## config.mk

```make
export PLATFORM = sky130hd
export DESIGN_NAME = tsr_timing_router
export DESIGN_NICKNAME = d
export VERILOG_FILES = /design/src/hw/tsr_pkg.sv /design/src/hw/tsr_edge_if.sv /design/src/hw/tsr_edge_sync.sv /design/src/hw/tsr_timing_router.sv
export VERILOG_INCLUDE_DIRS = /design/src /design/src/hw
export SDC_FILE = /design/constraint.sdc
export NUM_CORES = 1
export LEC_CHECK = 0
export ABC_CLOCK_PERIOD_IN_PS = 4900
export BUFFER_PORTS_ARGS = -buffer_cell sky130_fd_sc_hd__buf_2
export CELL_PAD_IN_SITES_DETAIL_PLACEMENT = 1
export CELL_PAD_IN_SITES_GLOBAL_PLACEMENT = 2
export CORE_MARGIN = 3
export CORE_UTILIZATION = 37
export DETAILED_ROUTE_END_ITERATION = 10
export PLACE_DENSITY = 0.92
export SKIP_LAST_GASP = 1
export SYNTH_ARGS = -nofsm -noshare
export SYNTH_HDL_FRONTEND = slang
export SYNTH_SLANG_ARGS = --single-unit
export TNS_END_PERCENT = 50
```

## constraint.sdc

```tcl
create_clock -name clk_sys -period 4.9 [get_ports clk_sys]
set_input_delay 0.245 -clock clk_sys [delete_from_list [all_inputs] [get_ports clk_sys]]
set_output_delay 0.245 -clock clk_sys [all_outputs]
set_load 0.01 [all_outputs]
```

## src/hw/tsr_defs.svh

```systemverilog
// Named constants for the timing signal router
`ifndef TSR_DEFS_SVH
`define TSR_DEFS_SVH
`define TSR_ADDR_W 4
`define TSR_OFF_TICK_SEL 4'h0
`define TSR_OFF_ACQ_SEL 4'h1
`define TSR_OFF_SCAN_SEL 4'h2
`define TSR_OFF_SAMP_SEL 4'h3
`define TSR_OFF_OUT_SEL 4'h4
`define TSR_OFF_UPD_SEL 4'h5
`define TSR_OFF_POLARITY 4'h6
`define TSR_OFF_SW_TRIG 4'h7
`define TSR_OFF_STATUS 4'h8
`define TSR_OFF_COUNT 4'h9
`define TSR_BIT_SW_ACQ 0
`define TSR_BIT_SW_OUT 1
`define TSR_BIT_POL_ACQ 0
`define TSR_BIT_POL_OUT 1
`define TSR_SEL_RESET 2'h0
`define TSR_POL_RESET 2'h0
`define TSR_UNMAPPED_DATA 32'h0000_0000
`define TSR_INT_OSC_HZ 40000000
`define TSR_EXT_TICK_MIN_HZ 1000000
`define TSR_EXT_TICK_MAX_HZ 40000000
`define TSR_AUX0_SCAN_MIN_TICKS 2
`endif

```

## src/hw/tsr_pkg.sv

```systemverilog
// Types for the timing signal router
package tsr_pkg;
  typedef enum logic [1:0] {
    TSR_TICK_INTERNAL,
    TSR_TICK_EXTERNAL,
    TSR_TICK_SYNC
  } tsr_tick_src_type;
  typedef enum logic [1:0] {
    TSR_TRIG_EXTPIN,
    TSR_TRIG_ANALOG,
    TSR_TRIG_SOFTWARE,
    TSR_TRIG_SYNC
  } tsr_trig_src_type;
  typedef enum logic [1:0] {
    TSR_STROBE_INTERNAL,
    TSR_STROBE_AUX,
    TSR_STROBE_SYNC
  } tsr_strobe_src_type;
endpackage

```

## src/hw/tsr_edge_if.sv

```systemverilog
// Interface carrying one edge detector's input and its rise and fall pulses
`timescale 1ns/100ps
interface tsr_edge_if;
  logic level;
  logic riseEdge;
  logic fallEdge;
  modport detector (input level, output riseEdge, output fallEdge);
  modport user (output level, input riseEdge, input fallEdge);
endinterface

```

## src/hw/tsr_edge_sync.sv

```systemverilog
// Two-stage synchroniser with edge detection on the tick enable
`timescale 1ns/100ps
module tsr_edge_sync (
  input wire logic clk_sys,
  input wire logic arst_n,
  input wire logic tickEn,
  tsr_edge_if.detector port
);
  logic stage1_reg;
  logic stage2_reg;
  logic last_reg;
  logic rise_reg;
  logic fall_reg;

  // First stage feeds only the second; edges come from stage two
  always_ff @(posedge clk_sys or negedge arst_n) begin
    if (!arst_n) begin
      stage1_reg <= 1'b0;
      stage2_reg <= 1'b0;
      last_reg <= 1'b0;
      rise_reg <= 1'b0;
      fall_reg <= 1'b0;
    end else begin
      rise_reg <= 1'b0;
      fall_reg <= 1'b0;
      if (tickEn) begin
        stage1_reg <= port.level;
        stage2_reg <= stage1_reg;
        last_reg <= stage2_reg;
        rise_reg <= stage2_reg & ~last_reg;
        fall_reg <= ~stage2_reg & last_reg;
      end
    end
  end

  assign port.riseEdge = rise_reg;
  assign port.fallEdge = fall_reg;
endmodule

```

## src/hw/tsr_timing_router.sv

```systemverilog
// Timing signal router: tick, triggers and strobes with bus registers
`timescale 1ns/100ps
`include "tsr_defs.svh"

module tsr_timing_router
  import tsr_pkg::*;
(
  input wire logic clk_sys,
  input wire logic arst_n,
  input wire logic [`TSR_ADDR_W-1:0] avs_address,
  input wire logic avs_read,
  input wire logic avs_write,
  input wire logic [31:0] avs_writedata,
  output logic [31:0] avs_readdata,
  output logic avs_waitrequest,
  input wire logic intOscTick,
  input wire logic external_tick_input,
  input wire logic sync_link_tick,
  input wire logic ext_acq_trigger_pin,
  input wire logic ext_output_trigger_pin,
  input wire logic analogTrigger,
  input wire logic aux_input_zero,
  input wire logic aux_input_one,
  input wire logic sync_link_acq_trigger,
  input wire logic sync_link_output_trigger,
  input wire logic sync_link_scan_begin,
  input wire logic sync_link_sample_strobe,
  input wire logic sync_link_update_strobe,
  input wire logic scanIntervalPulse,
  input wire logic sampleCounterPulse,
  input wire logic updateCounterPulse,
  output logic masterTick,
  output logic acq_trigger,
  output logic output_trigger,
  output logic scan_begin,
  output logic sample_strobe,
  output logic output_update_strobe
);
  // ----------------------------------------------------------------
  // Registers
  // ----------------------------------------------------------------
  tsr_tick_src_type tickSel_reg;
  tsr_trig_src_type acqSel_reg;
  tsr_trig_src_type outSel_reg;
  tsr_strobe_src_type scanSel_reg;
  tsr_strobe_src_type sampSel_reg;
  tsr_strobe_src_type updSel_reg;
  logic [1:0] polarity_reg;
  logic swAcq_reg;
  logic swOut_reg;
  logic [15:0] sampleCount_reg;
  logic ackPending_reg;
  logic tickLevel_reg;
  logic tickLast_reg;
  logic tickEn;

  // ----------------------------------------------------------------
  // Master tick selection and enable
  // ----------------------------------------------------------------
  // Selected tick is sampled and turned into one enable per rising edge;
  // sources faster than half clk_sys are therefore not resolved.
  wire tickSelLevel = (tickSel_reg == TSR_TICK_EXTERNAL) ?
                      external_tick_input :
                      (tickSel_reg == TSR_TICK_SYNC) ?
                      sync_link_tick : intOscTick;
  always_ff @(posedge clk_sys or negedge arst_n) begin
    if (!arst_n) begin
      tickLevel_reg <= 1'b0;
      tickLast_reg <= 1'b0;
    end else begin
      tickLevel_reg <= tickSelLevel;
      tickLast_reg <= tickLevel_reg;
    end
  end
  assign tickEn = tickLevel_reg & ~tickLast_reg;

  // ----------------------------------------------------------------
  // Synchronisers
  // ----------------------------------------------------------------
  localparam int NumIn = 9;
  tsr_edge_if edges[NumIn] ();
  assign edges[0].level = ext_acq_trigger_pin;
  assign edges[1].level = ext_output_trigger_pin;
  assign edges[2].level = aux_input_zero;
  assign edges[3].level = aux_input_one;
  assign edges[4].level = sync_link_acq_trigger;
  assign edges[5].level = sync_link_output_trigger;
  assign edges[6].level = sync_link_scan_begin;
  assign edges[7].level = sync_link_sample_strobe;
  assign edges[8].level = sync_link_update_strobe;
  genvar g;
  generate
    for (g = 0; g < NumIn; g++) begin : gSync
      tsr_edge_sync uSync (
        .clk_sys(clk_sys),
        .arst_n(arst_n),
        .tickEn(tickEn),
        .port(edges[g])
      );
    end
  endgenerate

  // ----------------------------------------------------------------
  // Source multiplexers
  // ----------------------------------------------------------------
  function automatic logic pickTrig(input tsr_trig_src_type sel,
                                    input logic pin, input logic ana,
                                    input logic sw, input logic sync);
    unique case (sel)
      TSR_TRIG_EXTPIN: pickTrig = pin;
      TSR_TRIG_ANALOG: pickTrig = ana;
      TSR_TRIG_SOFTWARE: pickTrig = sw;
      TSR_TRIG_SYNC: pickTrig = sync;
    endcase
  endfunction
  function automatic logic pickStrobe(input tsr_strobe_src_type sel,
                                      input logic cnt, input logic aux,
                                      input logic sync);
    unique case (sel)
      TSR_STROBE_AUX: pickStrobe = aux;
      TSR_STROBE_SYNC: pickStrobe = sync;
      default: pickStrobe = cnt;
    endcase
  endfunction

  // Trigger pins: edge chosen per path by polarity bit
  wire acqPinEdge = polarity_reg[`TSR_BIT_POL_ACQ] ? edges[0].fallEdge :
                    edges[0].riseEdge;
  wire outPinEdge = polarity_reg[`TSR_BIT_POL_OUT] ? edges[1].fallEdge :
                    edges[1].riseEdge;
  wire auxZeroStrobe = (sampSel_reg == TSR_STROBE_AUX);
  // Aux zero feeds scan begin only when not claimed as sample strobe
  wire auxZeroScan = (scanSel_reg == TSR_STROBE_AUX) &&
                     !auxZeroStrobe;
  wire acqTrigNext = auxZeroStrobe ? 1'b0 :
                     pickTrig(acqSel_reg, acqPinEdge, analogTrigger,
                              swAcq_reg, edges[4].riseEdge);
  wire outTrigNext = pickTrig(outSel_reg, outPinEdge, analogTrigger,
                              swOut_reg, edges[5].riseEdge);
  wire scanNext = auxZeroStrobe ? 1'b0 :
                  auxZeroScan ? edges[2].riseEdge :
                  (scanSel_reg == TSR_STROBE_SYNC) ? edges[6].riseEdge :
                  (tickEn & scanIntervalPulse);
  wire sampNext = pickStrobe(sampSel_reg, tickEn & sampleCounterPulse,
                             edges[2].riseEdge,
                             edges[7].riseEdge);
  wire updNext = pickStrobe(updSel_reg, tickEn & updateCounterPulse,
                            edges[3].riseEdge,
                            edges[8].riseEdge);

  always_ff @(posedge clk_sys or negedge arst_n) begin
    if (!arst_n) begin
      masterTick <= 1'b0;
      acq_trigger <= 1'b0;
      output_trigger <= 1'b0;
      scan_begin <= 1'b0;
      sample_strobe <= 1'b0;
      output_update_strobe <= 1'b0;
    end else begin
      masterTick <= tickEn;
      acq_trigger <= acqTrigNext;
      output_trigger <= outTrigNext;
      scan_begin <= scanNext;
      sample_strobe <= sampNext;
      output_update_strobe <= updNext;
    end
  end

  always_ff @(posedge clk_sys or negedge arst_n) begin
    if (!arst_n) begin
      sampleCount_reg <= 16'h0000;
    end else if (sampNext) begin
      sampleCount_reg <= sampleCount_reg + 16'h0001;
    end
  end

  // ----------------------------------------------------------------
  // Avalon-MM slave: one wait cycle, then answer
  // ----------------------------------------------------------------
  wire access = (avs_read | avs_write) & ~ackPending_reg;
  wire wrHit = avs_write & ~ackPending_reg;
  wire [31:0] readMux =
    (avs_address == `TSR_OFF_TICK_SEL) ? {30'h0, tickSel_reg} :
    (avs_address == `TSR_OFF_ACQ_SEL) ? {30'h0, acqSel_reg} :
    (avs_address == `TSR_OFF_SCAN_SEL) ? {30'h0, scanSel_reg} :
    (avs_address == `TSR_OFF_SAMP_SEL) ? {30'h0, sampSel_reg} :
    (avs_address == `TSR_OFF_OUT_SEL) ? {30'h0, outSel_reg} :
    (avs_address == `TSR_OFF_UPD_SEL) ? {30'h0, updSel_reg} :
    (avs_address == `TSR_OFF_POLARITY) ? {30'h0, polarity_reg} :
    (avs_address == `TSR_OFF_STATUS) ?
      {29'h0, auxZeroScan, auxZeroStrobe, tickLevel_reg} :
    (avs_address == `TSR_OFF_COUNT) ? {16'h0, sampleCount_reg} :
    `TSR_UNMAPPED_DATA;
  // A strobe selector code of 3 is illegal and falls back to internal
  function automatic tsr_strobe_src_type toStrobe(input logic [1:0] v);
    toStrobe = (v == 2'h3) ? TSR_STROBE_INTERNAL : tsr_strobe_src_type'(v);
  endfunction
  // Aux zero may hold only one role; a write claiming the second is refused
  wire sampWriteOk = !(toStrobe(avs_writedata[1:0]) == TSR_STROBE_AUX &&
                       scanSel_reg == TSR_STROBE_AUX);
  wire scanWriteOk = !(toStrobe(avs_writedata[1:0]) == TSR_STROBE_AUX &&
                       sampSel_reg == TSR_STROBE_AUX);

  always_ff @(posedge clk_sys or negedge arst_n) begin
    if (!arst_n) begin
      ackPending_reg <= 1'b0;
      avs_waitrequest <= 1'b1;
      avs_readdata <= 32'h0000_0000;
    end else begin
      ackPending_reg <= access;
      avs_waitrequest <= ~access;
      if (access) begin
        avs_readdata <= readMux;
      end
    end
  end

  always_ff @(posedge clk_sys or negedge arst_n) begin
    if (!arst_n) begin
      tickSel_reg <= TSR_TICK_INTERNAL;
      acqSel_reg <= TSR_TRIG_SOFTWARE;
      outSel_reg <= TSR_TRIG_SOFTWARE;
      scanSel_reg <= TSR_STROBE_INTERNAL;
      sampSel_reg <= TSR_STROBE_INTERNAL;
      updSel_reg <= TSR_STROBE_INTERNAL;
      polarity_reg <= `TSR_POL_RESET;
      swAcq_reg <= 1'b0;
      swOut_reg <= 1'b0;
    end else begin
      // Software trigger lasts one cycle
      swAcq_reg <= wrHit && avs_address == `TSR_OFF_SW_TRIG &&
                   avs_writedata[`TSR_BIT_SW_ACQ];
      swOut_reg <= wrHit && avs_address == `TSR_OFF_SW_TRIG &&
                   avs_writedata[`TSR_BIT_SW_OUT];
      if (wrHit) begin
        unique case (avs_address)
          `TSR_OFF_TICK_SEL:
            tickSel_reg <= (avs_writedata[1:0] == 2'h3) ? TSR_TICK_INTERNAL :
                           tsr_tick_src_type'(avs_writedata[1:0]);
          `TSR_OFF_ACQ_SEL:
            acqSel_reg <= tsr_trig_src_type'(avs_writedata[1:0]);
          `TSR_OFF_OUT_SEL:
            outSel_reg <= tsr_trig_src_type'(avs_writedata[1:0]);
          `TSR_OFF_SCAN_SEL:
            if (scanWriteOk) scanSel_reg <= toStrobe(avs_writedata[1:0]);
          `TSR_OFF_SAMP_SEL:
            if (sampWriteOk) sampSel_reg <= toStrobe(avs_writedata[1:0]);
          `TSR_OFF_UPD_SEL:
            updSel_reg <= toStrobe(avs_writedata[1:0]);
          `TSR_OFF_POLARITY:
            polarity_reg <= avs_writedata[1:0];
          default: ;
        endcase
      end
    end
  end
endmodule

```

==> impl_metrics.tcl <==
set metrics [dict create \
    status "complete, no violations" \
    port_buffers 48 \
    rsz0062_at_grt "no" \
    final_common_cell "nand2_1" \
    min_period_ns 2.05 \
    hold_depth 3 \
    min_period_over_period 0.419 \
    leakage_nw 2.38 \
    postCtsSetupRepairBufs 0 \
    path_clk_slew_ns 0.07 \
    holdPathEnd "gSync[2].uSync.stage1_reg$_DFFE_PN0P_" \
    p_sw_w 0.000728 \
    internal_power_w 0.00169 \
    grt_pass1_wl_um 15700 \
    finalHoldViolations 0 \
    via_per_inst 5.03 \
    numCtsBuffers 9 \
    synth_edf_count 0 \
    critical_path_class "reg -> reg" \
    yosysUniqueCellTypes 50 \
    first_pass_iters 4 \
    gp_congestion 0.792 \
    cp_max_fo 40 \
    seq_power_share 0.473 \
    hp-class "in -> reg" \
    max-cap-violations 0 \
    drt-initial-drc-count 161 \
    multi_input_area_um2 1660 \
    core_area_um2 11000 \
    comb_power_share 0.191 \
    regArea_um2 2410 \
    dieHeight_um 113 \
    tns_ns 0 \
    syn_to_final_growth_pct 15.7 \
    grt_start_max_net_pins 63 \
    drive_above_1_share 0.194 \
    r2r_slack_ns 2.85 \
    r2r_end "scan_begin$_DFF_PN0_" \
    end_kind "flop" \
    cts.sinks 96 \
    clock_power_share 0.336 \
    finalCoreUtilization 0.444 \
    mostFrequentLayoutCells "nand2_1, dfrtp_1, buf_2" \
    die-width_um 113 \
    critPathArrivalTime_ns 2.30 \
    cp-start-kind "flop" \
    avgSynthCellArea_um2 11.1 \
    synth_warnings 0 \
    powerDensity_nw_per_um2 496 \
    ant_nets 0 \
    design.die.area_um2 12700 \
    row_count 38 \
    grt.overflow.total 0 \
    ys.flop_type "dfrtp_1" \
    vdd_drop_max_mv 0.216 \
    grt_usage 0.154 \
    relSlewSlack 0.396 \
    diodes 0 \
    drc 0 \
    ctsLongestPathBuffers 2 \
    synth_cells 381 \
    reg2reg_from "tickLast_reg$_DFF_PN0_" \
    antenna_found_initial 0 \
    first_global_vias 3113 \
    p_sw_frac 0.301 \
    drt-total-wl_um 9300 \
    cts_root_buf "clkbuf_16" \
    slew_viol_final 0 \
    min_from "aux_input_zero" \
    yosysSeqAreaShare 0.570 \
    cts_max_level 3 \
    skew_ns 0.00966 \
    start_util 0.384 \
    fillers 1178 \
    ios 95 \
    cts_tree "built" \
    async_flop_share 1.00 \
    clk_latency_ns 0.34 \
    reg2reg_depth 5 \
    synth_seq_cells 96 \
    finalSetupViolations 0 \
    fin_nets 489 \
    hpwl_um 6290 \
    routedWlPerCell_um 16.2 \
    max_freq_mhz 487 \
    synth_area_um2 4220 \
    worst_slew_pin_slew_ns 0.904 \
    num_vias 2880 \
    required_ns 5.14 \
]
-- layer usage --
layer | global-route usage | wire (um) | vias to the layer above
li1 | - | - | 1358
met1 | 0.203 | 4250 | 1465
met2 | 0.253 | 4610 | 45
met3 | 0.0385 | 322 | 12
met4 | 0.0441 | 127 | 0
met5 | 0 | 0 | -
-- cells in the mapped netlist (all sizes together) (2+ instances only) --
cell type	count	area (um^2)
a221oi	2	35.0
mux2	12	135
buf	23	156
xnor2	13	114
nand2	106	398
nor2b	3	18.8
o22ai	2	12.5
nand2b	5	31.3
dfstp	3	78.8
xor2	2	17.5
a22o	13	114
and3	5	31.3
o221a	2	22.5
dfrtp	93	2330
nand4	5	31.3
nor4b	3	41.3
a2111oi	2	20.0
clkbuf	7	26.3
ha	5	62.6
nor2	5	18.8
a2bb2oi	2	17.5
o21ai	6	30.0
nand3	9	45.0
inv	7	26.3
mux2i	5	50.1
and2	2	12.5
a21oi	4	23.8
and4bb	2	25.0
a211oi	6	70.1
nor3b	15	113
-- how the worst max path moves through the flow --
stage	startpoint	endpoint	slack, ns	depth (start not counted)
6_report	tickLast_reg$_DFF_PN0_	scan_begin$_DFF_PN0_	2.85	5
5_1_grt	tickLevel_reg$_DFF_PN0_	scan_begin$_DFF_PN0_	2.60	5
3_3_place_gp	tickLast_reg$_DFF_PN0_	scan_begin$_DFF_PN0_	2.90	5
3_5_place_dp	tickLast_reg$_DFF_PN0_	scan_begin$_DFF_PN0_	2.86	5
2_1_floorplan	sampSel_reg[0]$_DFFE_PN0P_	sampleCount_reg[1]$_DFFE_PN0P_	3.23	5
4_1_cts	tickLast_reg$_DFF_PN0_	scan_begin$_DFF_PN0_	2.81	5
-- what timing repair did --
item / in CTS / in global routing
endpoints found under the hold margin: 31 / 0
hold buffers: 1 / 0
resized for setup: 0 / 0
-- logic make-up after synthesis --
kind of cell / after synthesis / share of synthesized area
AOI/OAI and AO/OA: 45 / 0.0943
xor gates and xnor gates: 15 / 0.0311
adders and majority gates: 5 / 0.0148
buffers and inverters: 37 / 0.0495
DFF: 96 / 0.570
muxes: 18 / 0.0492
other: 1 / 0.000889
and+or+nand+nor: 164 / 0.190
-- metrics by stage --
step                      power [W]  hold WS, ns  cells  worst slack, ns  area, um^2
after floorplan             0.00147      -0.0506    396             3.23        4270
after global placement      0.00158        0.218    556             2.90        4520
after detailed placement    0.00162        0.233    556             2.86        4520
after CTS                   0.00245       0.0804    573             2.81        4880
after global routing        0.00257       0.0822    573             2.60        4880
final                       0.00242       0.0874    573             2.85        4880
-- worst max-delay path, cell delays in order, from the launching register on --
cell,delay [ns]
dfrtp_1,0.37
nand2b_1,0.14
buf_4,0.26
inv_1,0.71
nand3_1,0.18
a311oi_1,0.28
-- power by group through the flow --
| stage | Sequential [W] | Combinational (W) | Clock [W] |
|---|---|---|---|
| finish | 0.00114 | 0.000461 | 0.000813 |
| CTS | 0.00115 | 0.000471 | 0.000828 |
| global route | 0.00118 | 0.000530 | 0.000865 |
| detailed placement | 0.00116 | 0.000462 | 0 |
| floorplan | 0.00112 | 0.000343 | 0 |
| global placement | 0.00114 | 0.000440 | 0 |
-- cell type report --
cell class	instances	area share
multi-input combinational	263	0.340
sequential	96	0.493
timing repair buffer	51	0.0549
inverter	7	0.00539
clock buffer	10	0.0469
clock inverter	6	0.0236
tap	140	0.0359
(Power assumes the default switching activity.)
